$ cat src/core/sdcu_consts.svh
// Constants for the strobe delay control unit: offsets, fields, resets.
// Assumes inclusion by bare name from the design files under core/.
// Functional notes
// - Sixteen-cell group, differential strobe pair reserved
// - Read strobe shifted by DLL quarter code
// - Write strobe clock plus quarter-shifted data clock
// - Write leveling delay from 8-bit code
// - Independent read/write load, step, direction controls
// - Flag when margin setting reaches maximum
// - Three-bit FIFO read and write pointers
// - Data-valid start pulse and burst detect
// - FIFO written by strobe, read by edge clock
`ifndef SDCU_CONSTS_SVH
`define SDCU_CONSTS_SVH

// Group geometry and delay line
`define SDCU_GROUP_PINS    16
`define SDCU_DLY_TAPS      32
`define SDCU_MARGIN_W      4
`define SDCU_MARGIN_DEF    4'h0
`define SDCU_BURST_EDGES   3'h2

// Register byte addresses
`define SDCU_ADDR_CTRL     8'h00
`define SDCU_ADDR_STATUS   8'h04
`define SDCU_ADDR_INT_STAT 8'h08
`define SDCU_ADDR_INT_MASK 8'h0C

// Control fields and reset values
`define SDCU_CTRL_RD_EN    0
`define SDCU_CTRL_WR_EN    1
`define SDCU_CTRL_RESET    2'h3

// Interrupt fields
`define SDCU_INT_BURST     0
`define SDCU_INT_RD_MAX    1
`define SDCU_INT_WR_MAX    2
`define SDCU_INT_MASK_RST  3'h0

`endif

$ cat src/core/sdcu_pkg.sv
// Types shared by the strobe delay control unit.
// Assumes nothing of its surroundings.
package sdcu_pkg;
  // Read window states, one-hot
  typedef enum logic [2:0] {
    RD_IDLE  = 3'b001,
    RD_PRE   = 3'b010,
    RD_BURST = 3'b100
  } sdcu_rd_state_type;

  typedef logic [2:0] sdcu_ptr_type;
endpackage

$ cat src/core/sdcu_margin_if.sv
// Margin control bundle between the top and a margin counter.
// Assumes one instance per read or write side.
`timescale 1ns/100ps
interface sdcu_margin_if #(parameter int W = 4);
  logic         load_n;
  logic         step;
  logic         dir;
  logic [W-1:0] value;
  logic         at_max;

  modport ctrl (output load_n, step, dir, input value, at_max);
  modport unit (input load_n, step, dir, output value, at_max);
endinterface

$ cat src/core/sdcu_margin.sv
// Dynamic margin counter for one delay side.
// Assumes controls come from logic on the same clock.
`timescale 1ns/100ps
`include "sdcu_consts.svh"
module sdcu_margin #(
  parameter int W = `SDCU_MARGIN_W
) (
  input wire logic    clk,   // System clock
  input wire logic    rst,   // Synchronous reset
  sdcu_margin_if.unit m      // Margin bundle
);
  localparam logic [W-1:0] MAX = '1;
  localparam logic [W-1:0] DEF = W'(`SDCU_MARGIN_DEF);

  logic         step_q;
  logic         go;
  logic [W-1:0] next_value;

  generate
    if (W < 2 || W > 8) begin : g_bad_width
      $error("margin width out of range");
    end
  endgenerate

  ////////////////////////////////////////////////////////////////////
  // Step edge, so a held step moves once
  always_ff @(posedge clk) begin
    if (rst) step_q <= 1'b0;
    else     step_q <= m.step;
  end
  assign go = m.step & ~step_q;

  // Next setting, saturating at both ends
  always_comb begin
    next_value = m.value;
    if (!m.load_n)                        next_value = DEF;
    else if (go && m.dir && m.value != MAX) next_value = m.value + 1'b1;
    else if (go && !m.dir && m.value != '0) next_value = m.value - 1'b1;
  end

  // Setting and its maximum flag
  always_ff @(posedge clk) begin
    if (rst) begin
      m.value  <= DEF;
      m.at_max <= 1'b0;
    end else begin
      m.value  <= next_value;
      m.at_max <= (next_value == MAX);
    end
  end
endmodule

$ cat src/core/sdcu_top.sv
// Strobe delay control unit: read strobe shift, write clocks,
// write leveling, margin control, FIFO pointers, APB registers.
// Assumes controller signals on SYS_CLK; pins and edge clock are async.
`timescale 1ns/100ps
`include "sdcu_consts.svh"
module sdcu_top #(
  parameter int GROUP_PINS = `SDCU_GROUP_PINS,
  parameter int TAPS       = `SDCU_DLY_TAPS,
  parameter int MW         = `SDCU_MARGIN_W
) (
  input  wire logic        SYS_CLK,             // 25 MHz system clock
  input  wire logic        RESET,               // Synchronous reset
  input  wire logic        PSEL,                // APB select
  input  wire logic        PENABLE,             // APB enable
  input  wire logic        PWRITE,              // APB direction
  input  wire logic [7:0]  PADDR,               // APB byte address
  input  wire logic [31:0] PWDATA,              // APB write data
  output logic      [31:0] PRDATA,              // APB read data
  output logic             PREADY,              // APB ready
  output logic             PSLVERR,             // APB error
  output logic             IRQ,                 // Interrupt level
  input  wire logic        DQS,                 // Memory strobe, true
  input  wire logic        DQS_N,               // Memory strobe, complement
  input  wire logic        EDGE_CLOCK,          // High-speed edge clock
  input  wire logic [7:0]  DLL_QUARTER_CODE,    // Quarter-period taps
  input  wire logic [1:0]  READ_CMD,            // Read indication
  input  wire logic [1:0]  READ_PULSE_SELECT,   // Read pulse position
  input  wire logic        RD_MARGIN_LOAD_N,    // Read margin load
  input  wire logic        RD_MARGIN_STEP,      // Read margin step
  input  wire logic        RD_MARGIN_DIR,       // Read margin up
  input  wire logic        WR_MARGIN_LOAD_N,    // Write margin load
  input  wire logic        WR_MARGIN_STEP,      // Write margin step
  input  wire logic        WR_MARGIN_DIR,       // Write margin up
  input  wire logic        PAUSE,               // Freeze write clocks
  input  wire logic [7:0]  LEVEL_DELAY_CODE,    // Write leveling taps
  output logic             READ_SHIFTED_STROBE, // Shifted read strobe
  output logic             WRITE_STROBE_CLOCK,  // Strobe output clock
  output logic             WRITE_DATA_CLOCK,    // Data output clock
  output logic      [2:0]  FIFO_READ_POINTER,   // Input FIFO read side
  output logic      [2:0]  FIFO_WRITE_POINTER,  // Input FIFO write side
  output logic             READ_VALID_START,    // Valid data start pulse
  output logic             BURST_SEEN,          // Read burst detected
  output logic             RD_MARGIN_AT_MAX,    // Read margin at max
  output logic             WR_MARGIN_AT_MAX     // Write margin at max
);
  localparam int TW = $clog2(TAPS);

  ////////////////////////////////////////////////////////////////////
  // Elaboration checks
  generate
    if (GROUP_PINS != 16) begin : g_bad_group
      $error("strobe group must hold sixteen cells");
    end
    if (TAPS < 4 || TAPS > 256 || (1 << TW) != TAPS) begin : g_bad_taps
      $error("delay taps must be a power of two, 4 to 256");
    end
  endgenerate

  ////////////////////////////////////////////////////////////////////
  // Declarations
  logic                         dqs_p_m;
  logic                         dqs_p_s;
  logic                         dqs_n_m;
  logic                         dqs_n_s;
  logic                         edge_clock_m;
  logic                         edge_clock_s;
  logic                         edge_clock_q;
  logic                         strobe_lvl;
  logic [TAPS-1:0]              rd_line;
  logic [TAPS-1:0]              wr_line;
  logic [TW-1:0]                rd_tap;
  logic [TW-1:0]                w_tap;
  logic [TW-1:0]                d_tap;
  logic                         rs_q;
  logic                         rs_edge;
  logic                         edge_clock_rise;
  sdcu_pkg::sdcu_rd_state_type  rd_state;
  logic [2:0]                   edge_cnt;
  logic [1:0]                   ctrl;
  logic [2:0]                   int_stat;
  logic [2:0]                   int_mask;
  logic [2:0]                   next_int_stat;
  logic [2:0]                   events;
  logic [2:0]                   w1c;
  logic                         burst_q;
  logic                         rd_max_q;
  logic                         wr_max_q;
  logic                         access;
  logic                         wr_go;
  logic                         hit;
  logic [31:0]                  rd_mux;

  sdcu_margin_if #(.W(MW)) rd_m ();
  sdcu_margin_if #(.W(MW)) wr_m ();

  // Saturate a tap sum onto the delay line
  function automatic logic [TW-1:0] sat(input logic [8:0] s);
    if (s > 9'(TAPS - 1)) return TW'(TAPS - 1);
    return s[TW-1:0];
  endfunction

  ////////////////////////////////////////////////////////////////////
  // Pin synchronisers
  always_ff @(posedge SYS_CLK) begin
    if (RESET) begin
      dqs_p_m <= 1'b0;
      dqs_p_s <= 1'b0;
      dqs_n_m <= 1'b1;
      dqs_n_s <= 1'b1;
      edge_clock_m  <= 1'b0;
      edge_clock_s  <= 1'b0;
      edge_clock_q  <= 1'b0;
    end else begin
      dqs_p_m <= DQS;
      dqs_p_s <= dqs_p_m;
      dqs_n_m <= DQS_N;
      dqs_n_s <= dqs_n_m;
      edge_clock_m  <= EDGE_CLOCK;
      edge_clock_s  <= edge_clock_m;
      edge_clock_q  <= edge_clock_s;
    end
  end
  assign edge_clock_rise = edge_clock_s & ~edge_clock_q;

  // Differential strobe level, held while the pair agrees
  always_ff @(posedge SYS_CLK) begin
    if (RESET)                  strobe_lvl <= 1'b0;
    else if (dqs_p_s != dqs_n_s) strobe_lvl <= dqs_p_s;
  end

  ////////////////////////////////////////////////////////////////////
  // Margin counters
  assign rd_m.load_n = RD_MARGIN_LOAD_N;
  assign rd_m.step   = RD_MARGIN_STEP;
  assign rd_m.dir    = RD_MARGIN_DIR;
  assign wr_m.load_n = WR_MARGIN_LOAD_N;
  assign wr_m.step   = WR_MARGIN_STEP;
  assign wr_m.dir    = WR_MARGIN_DIR;

  sdcu_margin #(.W(MW)) u_rd_margin (
    .clk (SYS_CLK),
    .rst (RESET),
    .m   (rd_m.unit)
  );

  sdcu_margin #(.W(MW)) u_wr_margin (
    .clk (SYS_CLK),
    .rst (RESET),
    .m   (wr_m.unit)
  );

  assign RD_MARGIN_AT_MAX = rd_m.at_max;
  assign WR_MARGIN_AT_MAX = wr_m.at_max;

  ////////////////////////////////////////////////////////////////////
  // Delay lines and tap selection
  always_ff @(posedge SYS_CLK) begin
    if (RESET) begin
      rd_line <= '0;
      wr_line <= '0;
    end else begin
      rd_line <= {rd_line[TAPS-2:0], strobe_lvl};
      wr_line <= {wr_line[TAPS-2:0], edge_clock_s};
    end
  end

  assign rd_tap = sat({1'b0, DLL_QUARTER_CODE} + 9'(rd_m.value));
  assign w_tap  = sat({1'b0, LEVEL_DELAY_CODE} + 9'(wr_m.value));
  assign d_tap  = sat(9'(w_tap) + {1'b0, DLL_QUARTER_CODE});

  // Shifted read strobe for data capture
  always_ff @(posedge SYS_CLK) begin
    if (RESET) begin
      READ_SHIFTED_STROBE <= 1'b0;
      rs_q                <= 1'b0;
    end else begin
      READ_SHIFTED_STROBE <= ctrl[`SDCU_CTRL_RD_EN] & rd_line[rd_tap];
      rs_q                <= READ_SHIFTED_STROBE;
    end
  end
  assign rs_edge = READ_SHIFTED_STROBE ^ rs_q;

  // Write clocks, frozen while paused
  always_ff @(posedge SYS_CLK) begin
    if (RESET) begin
      WRITE_STROBE_CLOCK <= 1'b0;
      WRITE_DATA_CLOCK   <= 1'b0;
    end else if (!PAUSE) begin
      WRITE_STROBE_CLOCK <= ctrl[`SDCU_CTRL_WR_EN] & wr_line[w_tap];
      WRITE_DATA_CLOCK   <= ctrl[`SDCU_CTRL_WR_EN] & wr_line[d_tap];
    end
  end

  ////////////////////////////////////////////////////////////////////
  // FIFO pointers: write on strobe edges, read on edge clock
  always_ff @(posedge SYS_CLK) begin
    if (RESET) begin
      FIFO_WRITE_POINTER <= 3'h0;
    end else if (rs_edge) begin
      FIFO_WRITE_POINTER <= FIFO_WRITE_POINTER + 3'h1;
    end
  end

  always_ff @(posedge SYS_CLK) begin
    if (RESET) begin
      FIFO_READ_POINTER <= 3'h0;
    end else if (edge_clock_rise && FIFO_READ_POINTER != FIFO_WRITE_POINTER) begin
      FIFO_READ_POINTER <= FIFO_READ_POINTER + 3'h1;
    end
  end

  ////////////////////////////////////////////////////////////////////
  // Read window: preamble edges, burst detect, valid start
  always_ff @(posedge SYS_CLK) begin
    if (RESET) begin
      rd_state         <= sdcu_pkg::RD_IDLE;
      edge_cnt         <= 3'h0;
      BURST_SEEN       <= 1'b0;
      READ_VALID_START <= 1'b0;
    end else begin
      READ_VALID_START <= 1'b0;
      case (rd_state)
        sdcu_pkg::RD_IDLE: begin
          edge_cnt <= 3'h0;
          if (READ_CMD != 2'h0 && ctrl[`SDCU_CTRL_RD_EN]) begin
            rd_state <= sdcu_pkg::RD_PRE;
          end
        end
        sdcu_pkg::RD_PRE: begin
          if (READ_CMD == 2'h0) begin
            rd_state <= sdcu_pkg::RD_IDLE;
          end else if (rs_edge) begin
            if (edge_cnt == `SDCU_BURST_EDGES - 3'h1) begin
              rd_state   <= sdcu_pkg::RD_BURST;
              BURST_SEEN <= 1'b1;
              edge_cnt   <= 3'h0;
            end else begin
              edge_cnt <= edge_cnt + 3'h1;
            end
          end
        end
        sdcu_pkg::RD_BURST: begin
          if (READ_CMD == 2'h0) begin
            rd_state   <= sdcu_pkg::RD_IDLE;
            BURST_SEEN <= 1'b0;
          end else if (rs_edge && edge_cnt <= {1'b0, READ_PULSE_SELECT}) begin
            READ_VALID_START <= (edge_cnt == {1'b0, READ_PULSE_SELECT});
            edge_cnt         <= edge_cnt + 3'h1;
          end
        end
        default: begin
          rd_state <= sdcu_pkg::RD_IDLE;
        end
      endcase
    end
  end

  ////////////////////////////////////////////////////////////////////
  // Interrupt events on rising status
  always_ff @(posedge SYS_CLK) begin
    if (RESET) begin
      burst_q  <= 1'b0;
      rd_max_q <= 1'b0;
      wr_max_q <= 1'b0;
    end else begin
      burst_q  <= BURST_SEEN;
      rd_max_q <= rd_m.at_max;
      wr_max_q <= wr_m.at_max;
    end
  end
  assign events = {wr_m.at_max & ~wr_max_q, rd_m.at_max & ~rd_max_q,
                   BURST_SEEN & ~burst_q};

  ////////////////////////////////////////////////////////////////////
  // APB slave: one wait state, registered answer
  assign access = PSEL & PENABLE;
  assign wr_go  = access & PREADY & PWRITE;

  // Address decode
  always_comb begin
    hit    = 1'b1;
    rd_mux = 32'h0000_0000;
    if (PADDR == `SDCU_ADDR_CTRL) begin
      rd_mux = {30'h0000_0000, ctrl};
    end else if (PADDR == `SDCU_ADDR_STATUS) begin
      rd_mux = {12'h000, wr_m.value, rd_m.value, 3'h0, wr_m.at_max,
                rd_m.at_max, BURST_SEEN, FIFO_READ_POINTER, FIFO_WRITE_POINTER};
    end else if (PADDR == `SDCU_ADDR_INT_STAT) begin
      rd_mux = {29'h0000_0000, int_stat};
    end else if (PADDR == `SDCU_ADDR_INT_MASK) begin
      rd_mux = {29'h0000_0000, int_mask};
    end else begin
      hit = 1'b0;
    end
  end

  // Handshake and read data
  always_ff @(posedge SYS_CLK) begin
    if (RESET) begin
      PREADY  <= 1'b0;
      PSLVERR <= 1'b0;
      PRDATA  <= 32'h0000_0000;
    end else begin
      PREADY  <= access & ~PREADY;
      PSLVERR <= access & ~PREADY & ~hit;
      if (access && !PREADY && !PWRITE) PRDATA <= rd_mux;
    end
  end

  // Control and mask registers
  always_ff @(posedge SYS_CLK) begin
    if (RESET) begin
      ctrl     <= `SDCU_CTRL_RESET;
      int_mask <= `SDCU_INT_MASK_RST;
    end else if (wr_go && PADDR == `SDCU_ADDR_CTRL) begin
      ctrl <= PWDATA[1:0];
    end else if (wr_go && PADDR == `SDCU_ADDR_INT_MASK) begin
      int_mask <= PWDATA[2:0];
    end
  end

  // Sticky status, set wins over write-one clear
  assign w1c = (wr_go && PADDR == `SDCU_ADDR_INT_STAT) ? PWDATA[2:0] : 3'h0;
  assign next_int_stat = (int_stat & ~w1c) | events;

  always_ff @(posedge SYS_CLK) begin
    if (RESET) begin
      int_stat <= 3'h0;
      IRQ      <= 1'b0;
    end else begin
      int_stat <= next_int_stat;
      IRQ      <= |(next_int_stat & int_mask);
    end
  end
endmodule

$ cat config.mk
export PLATFORM = sky130hd
export DESIGN_NAME = sdcu_top
export DESIGN_NICKNAME = d
export VERILOG_FILES = /design/src/core/sdcu_pkg.sv /design/src/core/sdcu_margin_if.sv /design/src/core/sdcu_margin.sv /design/src/core/sdcu_top.sv
export VERILOG_INCLUDE_DIRS = /design/src /design/src/core
export SDC_FILE = /design/constraint.sdc
export NUM_CORES = 1
export LEC_CHECK = 0
export ABC_AREA = 1
export BUFFER_PORTS_ARGS = -buffer_cell sky130_fd_sc_hd__buf_2
export CAP_MARGIN = 20
export CORE_ASPECT_RATIO = 1.5
export CORE_UTILIZATION = 42
export CTS_CLUSTER_SIZE = 40
export DETAILED_ROUTE_END_ITERATION = 10
export PLACE_DENSITY_LB_ADDON = 0.2
export SYNTH_ARGS = -nofsm -noshare
export SYNTH_HDL_FRONTEND = slang
export SYNTH_HIERARCHICAL = 1
export SYNTH_SLANG_ARGS = --single-unit
$ cat constraint.sdc
create_clock -name SYS_CLK -period 4.4 [get_ports SYS_CLK]
set_input_delay 0.22 -clock SYS_CLK [delete_from_list [all_inputs] [get_ports SYS_CLK]]
set_output_delay 0.22 -clock SYS_CLK [all_outputs]
set_load 0.1 [all_outputs]
# [Word level (Yosys, flattened, before mapping)]
# Index checks and enable logic that the tools add are counted.
# W data, S select, Z words.
[totals] reg_bits=148 input_bits=75 output_inout_bits=48 elab_cells=186
[classes] n_addsub=10 n_lt_le_gt_ge=7 n_eq_ne=23 mux=47 bitwise_logic=30 reduce_logical=33
[op_table] op="$mux W20" n=2
[op_table] op="$mux W3" n=13
[op_table] op="$mux W5" n=6
[op_table] op="$gt A9 B5 Y1 const B" n=3
[op_table] op="$mux W4" n=6
[op_table] op="$add A8 B4 Y9" n=2
[op_table] op="$lt A5 B6 Y1 const B" n=3
[op_table] op="$pmux W3 S3" n=2
[op_table] op="$eq A8 B4 Y1 const B" n=2
[op_table] op="$logic_and A1 B1 Y1" n=16
[op_table] op="$bmux W1 S5" n=3
[op_table] op="$and A1 B1 Y1" n=14
[op_table] op="$mux W1" n=14
[op_table] op="$ne A2 B2 Y1 const B" n=7
[op_table] op="$not A1 Y1" n=11
[op_table] op="$reduce_and A5 Y1" n=2
[op_table] op="$add A3 B1 Y3 const B" n=3
[op_table] op="$add A5 B8 Y9" n=1
[op_table] op="$add A4 B1 Y4 const B" n=2
[op_table] op="$eq A4 B4 Y1 const B" n=2
[op_table] op="$eq A8 B3 Y1 const B" n=1
[op_table] op="$logic_not A8 Y1" n=1
[op_table] op="$ne A4 B4 Y1 const B" n=2
[op_table] op="$reduce_bool A4 Y1" n=2
[op_table] op="other kinds (22)" n=30

# [Logic depth before layout (Yosys ltp)]
[depth] ltp_word=11 mapped_depth=28 depth_no_buf=28

# [By module]
# Netlist, hierarchy kept.
[modules_own_cells] mod="sdcu_top" n_inst=1 cells_per_inst=848 area_per_inst_um2=6003.3 seq_area_each_um2=2402.3
[modules_own_cells] mod="sdcu_margin" n_inst=2 cells_per_inst=70 area_per_inst_um2=490.5 seq_area_each_um2=120.1

# [Least setup slack after synthesis]
# No wires, ideal clock.
[synth_path] kind="register -> register" startpoint="reg u_wr_margin.m.value[3]" endpoint="reg WRITE_DATA_CLOCK" setup_time_ps=132 arrival_time_ps=3301 required_ps=4268 setup_slack_ps=966 path_stages_with_launch=22 path_buffers=0 period_less_slack_ps=3434 path_cell_list="dfxtp_1 -> ha_1 -> a21oi_1 -> o21ai_0 -> nor2_1 -> nand2_1 -> nand2_4 -> nand3_2 -> ha_1 -> fa_1 -> nand3_1 -> nand3_1 -> nand3_1 -> nand4_1 -> inv_1 -> nand3_1 -> nand3_1 -> nand3_1 -> nand2_1 -> nand2_1 -> nand3_1 -> a21oi_1"
[synth_between] elab_chain_len=11
[synth_rtl] element="from (decl)" line="sdcu_margin_if.sv:12" text="modport unit (input load_n, step, dir, output value, at_max);"
[synth_rtl] element="from (signal assigned)" line="sdcu_margin.sv:47" text="m.value <= next_value;"
[synth_rtl] element="$add A8 B4 Y9 (*)" line="sdcu_top.sv:168" text="assign w_tap = sat({1'b0, LEVEL_DELAY_CODE} + 9'(wr_m.value));"
[synth_rtl] element="$gt A9 B5 Y1" line="sdcu_top.sv:98" text="if (s > 9'(TAPS - 1)) return TW'(TAPS - 1);"
[synth_rtl] element="$mux W1" line="sdcu_top.sv:98"
[synth_rtl] element="$mux W5 (*)" line="sdcu_top.sv:99" text="return s[TW-1:0];"
[synth_rtl] element="$add A5 B8 Y9 (*)" line="sdcu_top.sv:169" text="assign d_tap = sat(9'(w_tap) + {1'b0, DLL_QUARTER_CODE});"
[synth_rtl] element="$gt A9 B5 Y1" line="sdcu_top.sv:98"
[synth_rtl] element="$mux W1" line="sdcu_top.sv:98"
[synth_rtl] element="$mux W5 (*)" line="sdcu_top.sv:99"
[synth_rtl] element="$bmux W1 S5 (*)" line="sdcu_top.sv:190" text="WRITE_DATA_CLOCK <= ctrl[`SDCU_CTRL_WR_EN] & wr_line[d_tap];"
[synth_rtl] element="$mux W1 (not written as such) (*)" line="sdcu_top.sv:190"
[synth_rtl] element="$and A1 B1 Y1 (*)" line="sdcu_top.sv:190"
[synth_rtl] element="to (signal assigned)" line="sdcu_top.sv:190"
[synth_rtl] element="to (decl)" line="sdcu_top.sv:38" text="output logic WRITE_DATA_CLOCK,"
# Every way passes the cells marked *; elsewhere a longest branch is shown, timed or not. The select of a mux whose other input is x is not followed.
# A chain may end at the register's enable or synchronous reset.

# [Final worst setup path]
[layout_path] startpoint="reg u_wr_margin.m.value[0]" endpoint="reg WRITE_DATA_CLOCK"
# The elaborated chain is that of the path after synthesis.

==> impl_results.md <==
* Final Wtd Congestion at 0.864
* I/O Buffers at 78
* Filler Cells Inserted at 1697
* # diodes at 0
* Final instance area at around 8100 sq um
* Yosys Warn Count at 6
* Inserted Clock Buffers at 17
* Clock Skew at just under 0.008 ns
* Crit path capture: WRITE_DATA_CLOCK
* Via count at 6295
* Leak Pwr at 0.00375 uW
* Starting DRT DRC Count at around 290
* Final cycle utilization of the critical path at between 80% and 90%
* Die Wd at 107 um
* Residual DRC at 0
* Critical-path top delay cell: ha_1
* Met2 wire len at 8460 um
* Multi-input logic area at 3460 sq um
* Register area at around 2600 sq um
* RSZ-0062 raised after global routing: false
* Placed cell areas at 7490 sq um
* CTS tree: done
* Reg2reg start: u_wr_margin/m.value[0]
* Startpoint Class: flip-flop
* Top cell type's share of synthesized area at between 30% and 40%
* Final nets at 1171
* Post-Synthesis Cell Area at ~7000 sq um
* Synth area leader: dfxtp_1
* Worst Setup End Kind: flip-flop
* Worst-Margin Slew at 0.945 ns
* Min Clock Period, post-route at roughly 3.9 ns
* ANT nets after route at 0
* Top cells by area, synth: dfxtp_1 (38%), nand2_1 (9.8%), inv_1 (9.0%)
* Power per Cell Area at approximately 390 nW/um^2
* Count of final hold-check violations at 0
* Max incr delay on CP at 0.35 ns
* FMAX at approximately 260 MHz
* Clock Latency Late Sink at about 0.42 ns
* #FFs+latches synth at 132
* WS Path Type: flip-flop to flip-flop
* Max Root-Sink Buffers at 2
* Status: finished clean
* Core area at 16300 sq um
* Post-Place Cells at 1252
* Maximum fanout along the worst path at 18
* Cells after Synth at 988
* R2r setup slk at 0.48 ns
* Clock transition at path regs at approximately 0.07 ns
* Share of cells above drive strength 1 at 17.5%
* CTS Root Cell: clkbuf_16
* Top Metal Used: met4
* Wl on met1 at 7000 um
* RR Endpoint: WRITE_DATA_CLOCK
* Ports at approximately 120
* Register area share after synthesis at a little under two fifths
* Die Ht at 160 um
* Mean cell area of the mapped netlist at 7.07 sq um
* Starting Density at 43.0%
* EDFF count, synth at 0
* Vias in the first global route at roughly 5.9k
* Total global-route track usage at 20.6%
* # rows at 57
* Crit path max-delay family: simple AND/OR/NAND/NOR gates
* Final setup viols at 0
* Crit path depth at 26
* First-pass GRT wire length at 27900 um
* Largest net degree at the start of global routing at 92
* Vias per inst at 4.89
* Clock Sink Count at 132
* Routed wire length at 16600 um
* HPWL after detailed placement at around 12000 um
* WP buf/inv at 3
* Worst IR Drop VDD at 0.251 mV
* Worst endpoint required time at approximately 4.7 ns
* 1st-pass router iterations at 5
* Pins over their slew limit at 0
* Crit path launch: u_wr_margin/m.value[0]
* Async SR Flop Fraction at 0%
* Routed len/inst at 12.9 um
* Max-cap violations at 0
* Area grow syn2layout at 16.1%
* Rel. slew slack at 37.0%
* Die area at 17200 sq um
* WL met3 at between 700 and 800 um
* Initial antenna violation count at 0
* Gr ovfl total at 0
* Dominant synthesized flop cell: dfxtp_1
* Total Power at 3150 uW
* HP Class: input pin to flip-flop
* Fin Setup TNS at 0 ns
* CTS H-tree depth at 4
* CP Data Arrival Time at 4.19 ns
* Crit path top cell by count: nand2_1
* Final std cells w/o fill at 1288
* R2r worst-path depth at 26
* Synth unique cells at 46
cell usage after synthesis (2+ instances only):
| master | number |
|---|---|
| fa_1 | 3 |
| o21ai_1 | 8 |
| buf_2 | 5 |
| nor2_2 | 9 |
| nand3_2 | 10 |
| buf_4 | 17 |
| xor2_1 | 6 |
| a21oi_2 | 3 |
| xnor2_1 | 6 |
| inv_2 | 8 |
| a21oi_1 | 43 |
| o211ai_1 | 5 |
| or2_2 | 4 |
| nand3_4 | 2 |
| buf_6 | 3 |
| nand2_1 | 183 |
| nand3_1 | 100 |
| a221oi_1 | 2 |
| a211oi_1 | 4 |
| nand4_1 | 25 |
| inv_1 | 167 |
| o211ai_2 | 5 |
| ha_1 | 24 |
| clkinv_1 | 2 |
| clkbuf_1 | 18 |
| nor3_1 | 4 |
| nor2_4 | 5 |
| dfxtp_1 | 132 |
| o21ai_0 | 28 |
| nand2_2 | 12 |
| o31ai_1 | 4 |
| nor2_1 | 124 |
| nor4_1 | 3 |
| nand3b_4 | 2 |
state kept, by name (all words and copies together) (netlist names), 2 cells and up:
| register | flops |
|---|---|
| int_mask | 3 |
| rd_line | 32 |
| FIFO_WRITE_POINTER | 3 |
| wr_line | 32 |
| edge_cnt | 3 |
| u_rd_margin/m.value | 4 |
| FIFO_READ_POINTER | 3 |
| rd_state | 3 |
| ctrl | 2 |
| PRDATA | 17 |
| int_stat | 3 |
| u_wr_margin/m.value | 4 |
how the worst min path moves through the flow:
| stage | start | endpoint | cells after the start |
|---|---|---|---|
| 2_1_floorplan | RESET | u_rd_margin/m.value[0] | 1 |
| 3_3_place_gp | dqs_n_m | dqs_n_s | 1 |
| 3_5_place_dp | dqs_n_s | strobe_lvl | 1 |
| 4_1_cts | EDGE_CLOCK | edge_clock_m | 3 |
| 5_1_grt | EDGE_CLOCK | edge_clock_m | 3 |
| 6_report | EDGE_CLOCK | edge_clock_m | 3 |
stage by stage:
stage	hold slack, ns	worst slack, ns	utilization, %
6_report	0.0169	0.482	49.9
3_3_place_gp	0.395	0.385	46.1
3_5_place_dp	0.396	0.319	46.1
5_1_grt	0.0108	0.00118	49.9
2_1_floorplan	0.292	0.966	-
4_1_cts	0.00239	0.266	49.6
what timing repair did:
item / 4_1_cts / 5_1_grt
gates resized for setup: 0 / 2
buffers inserted: 0 / 2
setup endpoints to repair: 0 / 1
hold buffers: 1 / 1
hold endpoints to repair: 1 / 1
cells in the final DEF (no fill, tap or decap), types with 4 or more instances in the layout:
master	n
nand2_1	183
xnor2_1	6
a211oi_1	4
o211ai_1	5
or2_2	4
ha_1	24
o211ai_2	5
o21ai_0	28
nor3_1	4
nand3_1	100
nor2_4	5
inv_8	4
dfxtp_1	131
nand3_2	10
xor2_1	6
buf_2	77
o21ai_1	8
inv_2	8
inv_1	167
a21oi_1	43
inv_6	6
clkbuf_16	17
nor2_2	10
conb_1	15
nor2_1	123
nand2_2	12
nand4_1	25
o31ai_1	4
buf_4	12
power breakdown:
group	internal (uW)	total [uW]	leakage, uW	switching (uW)
combinational	149	525	0.00241	375
sequential	1230	1270	0.00107	33.3
clock	749	1350	0.000276	606
total	2130	3150	0.00375	1010
layer usage:
layer	up-vias	GRT usage (%)
li1	3255	-
met1	2863	23.1
met2	147	35.5
met3	30	5.47
met4	0	9.78
met5	-	0
cell type report:
cell class,instances,area share (%)
Clock buffer,17,5.25
Clock inverter,15,1.76
Inverter,177,8.19
Multi-Input combinational cell,649,42.7
Sequential cell,132,32.6
Tap cell,206,3.18
Timing Repair Buffer,92,6.36
kinds of logic after synthesis:
group,share of synthesized area (%)
other cells,0.0537
fa+ha+maj,5.16
flops,37.8
compound gates,9.24
xor+xnor,1.50
simple gates,32.8
buf+inv,13.4
worst min-delay path: stages:
cell	delay, ns
buf_2	0.07
inv_1	0.04
nor2_1	0.07
No activity file was read; power rests on OpenSTA's default activity.
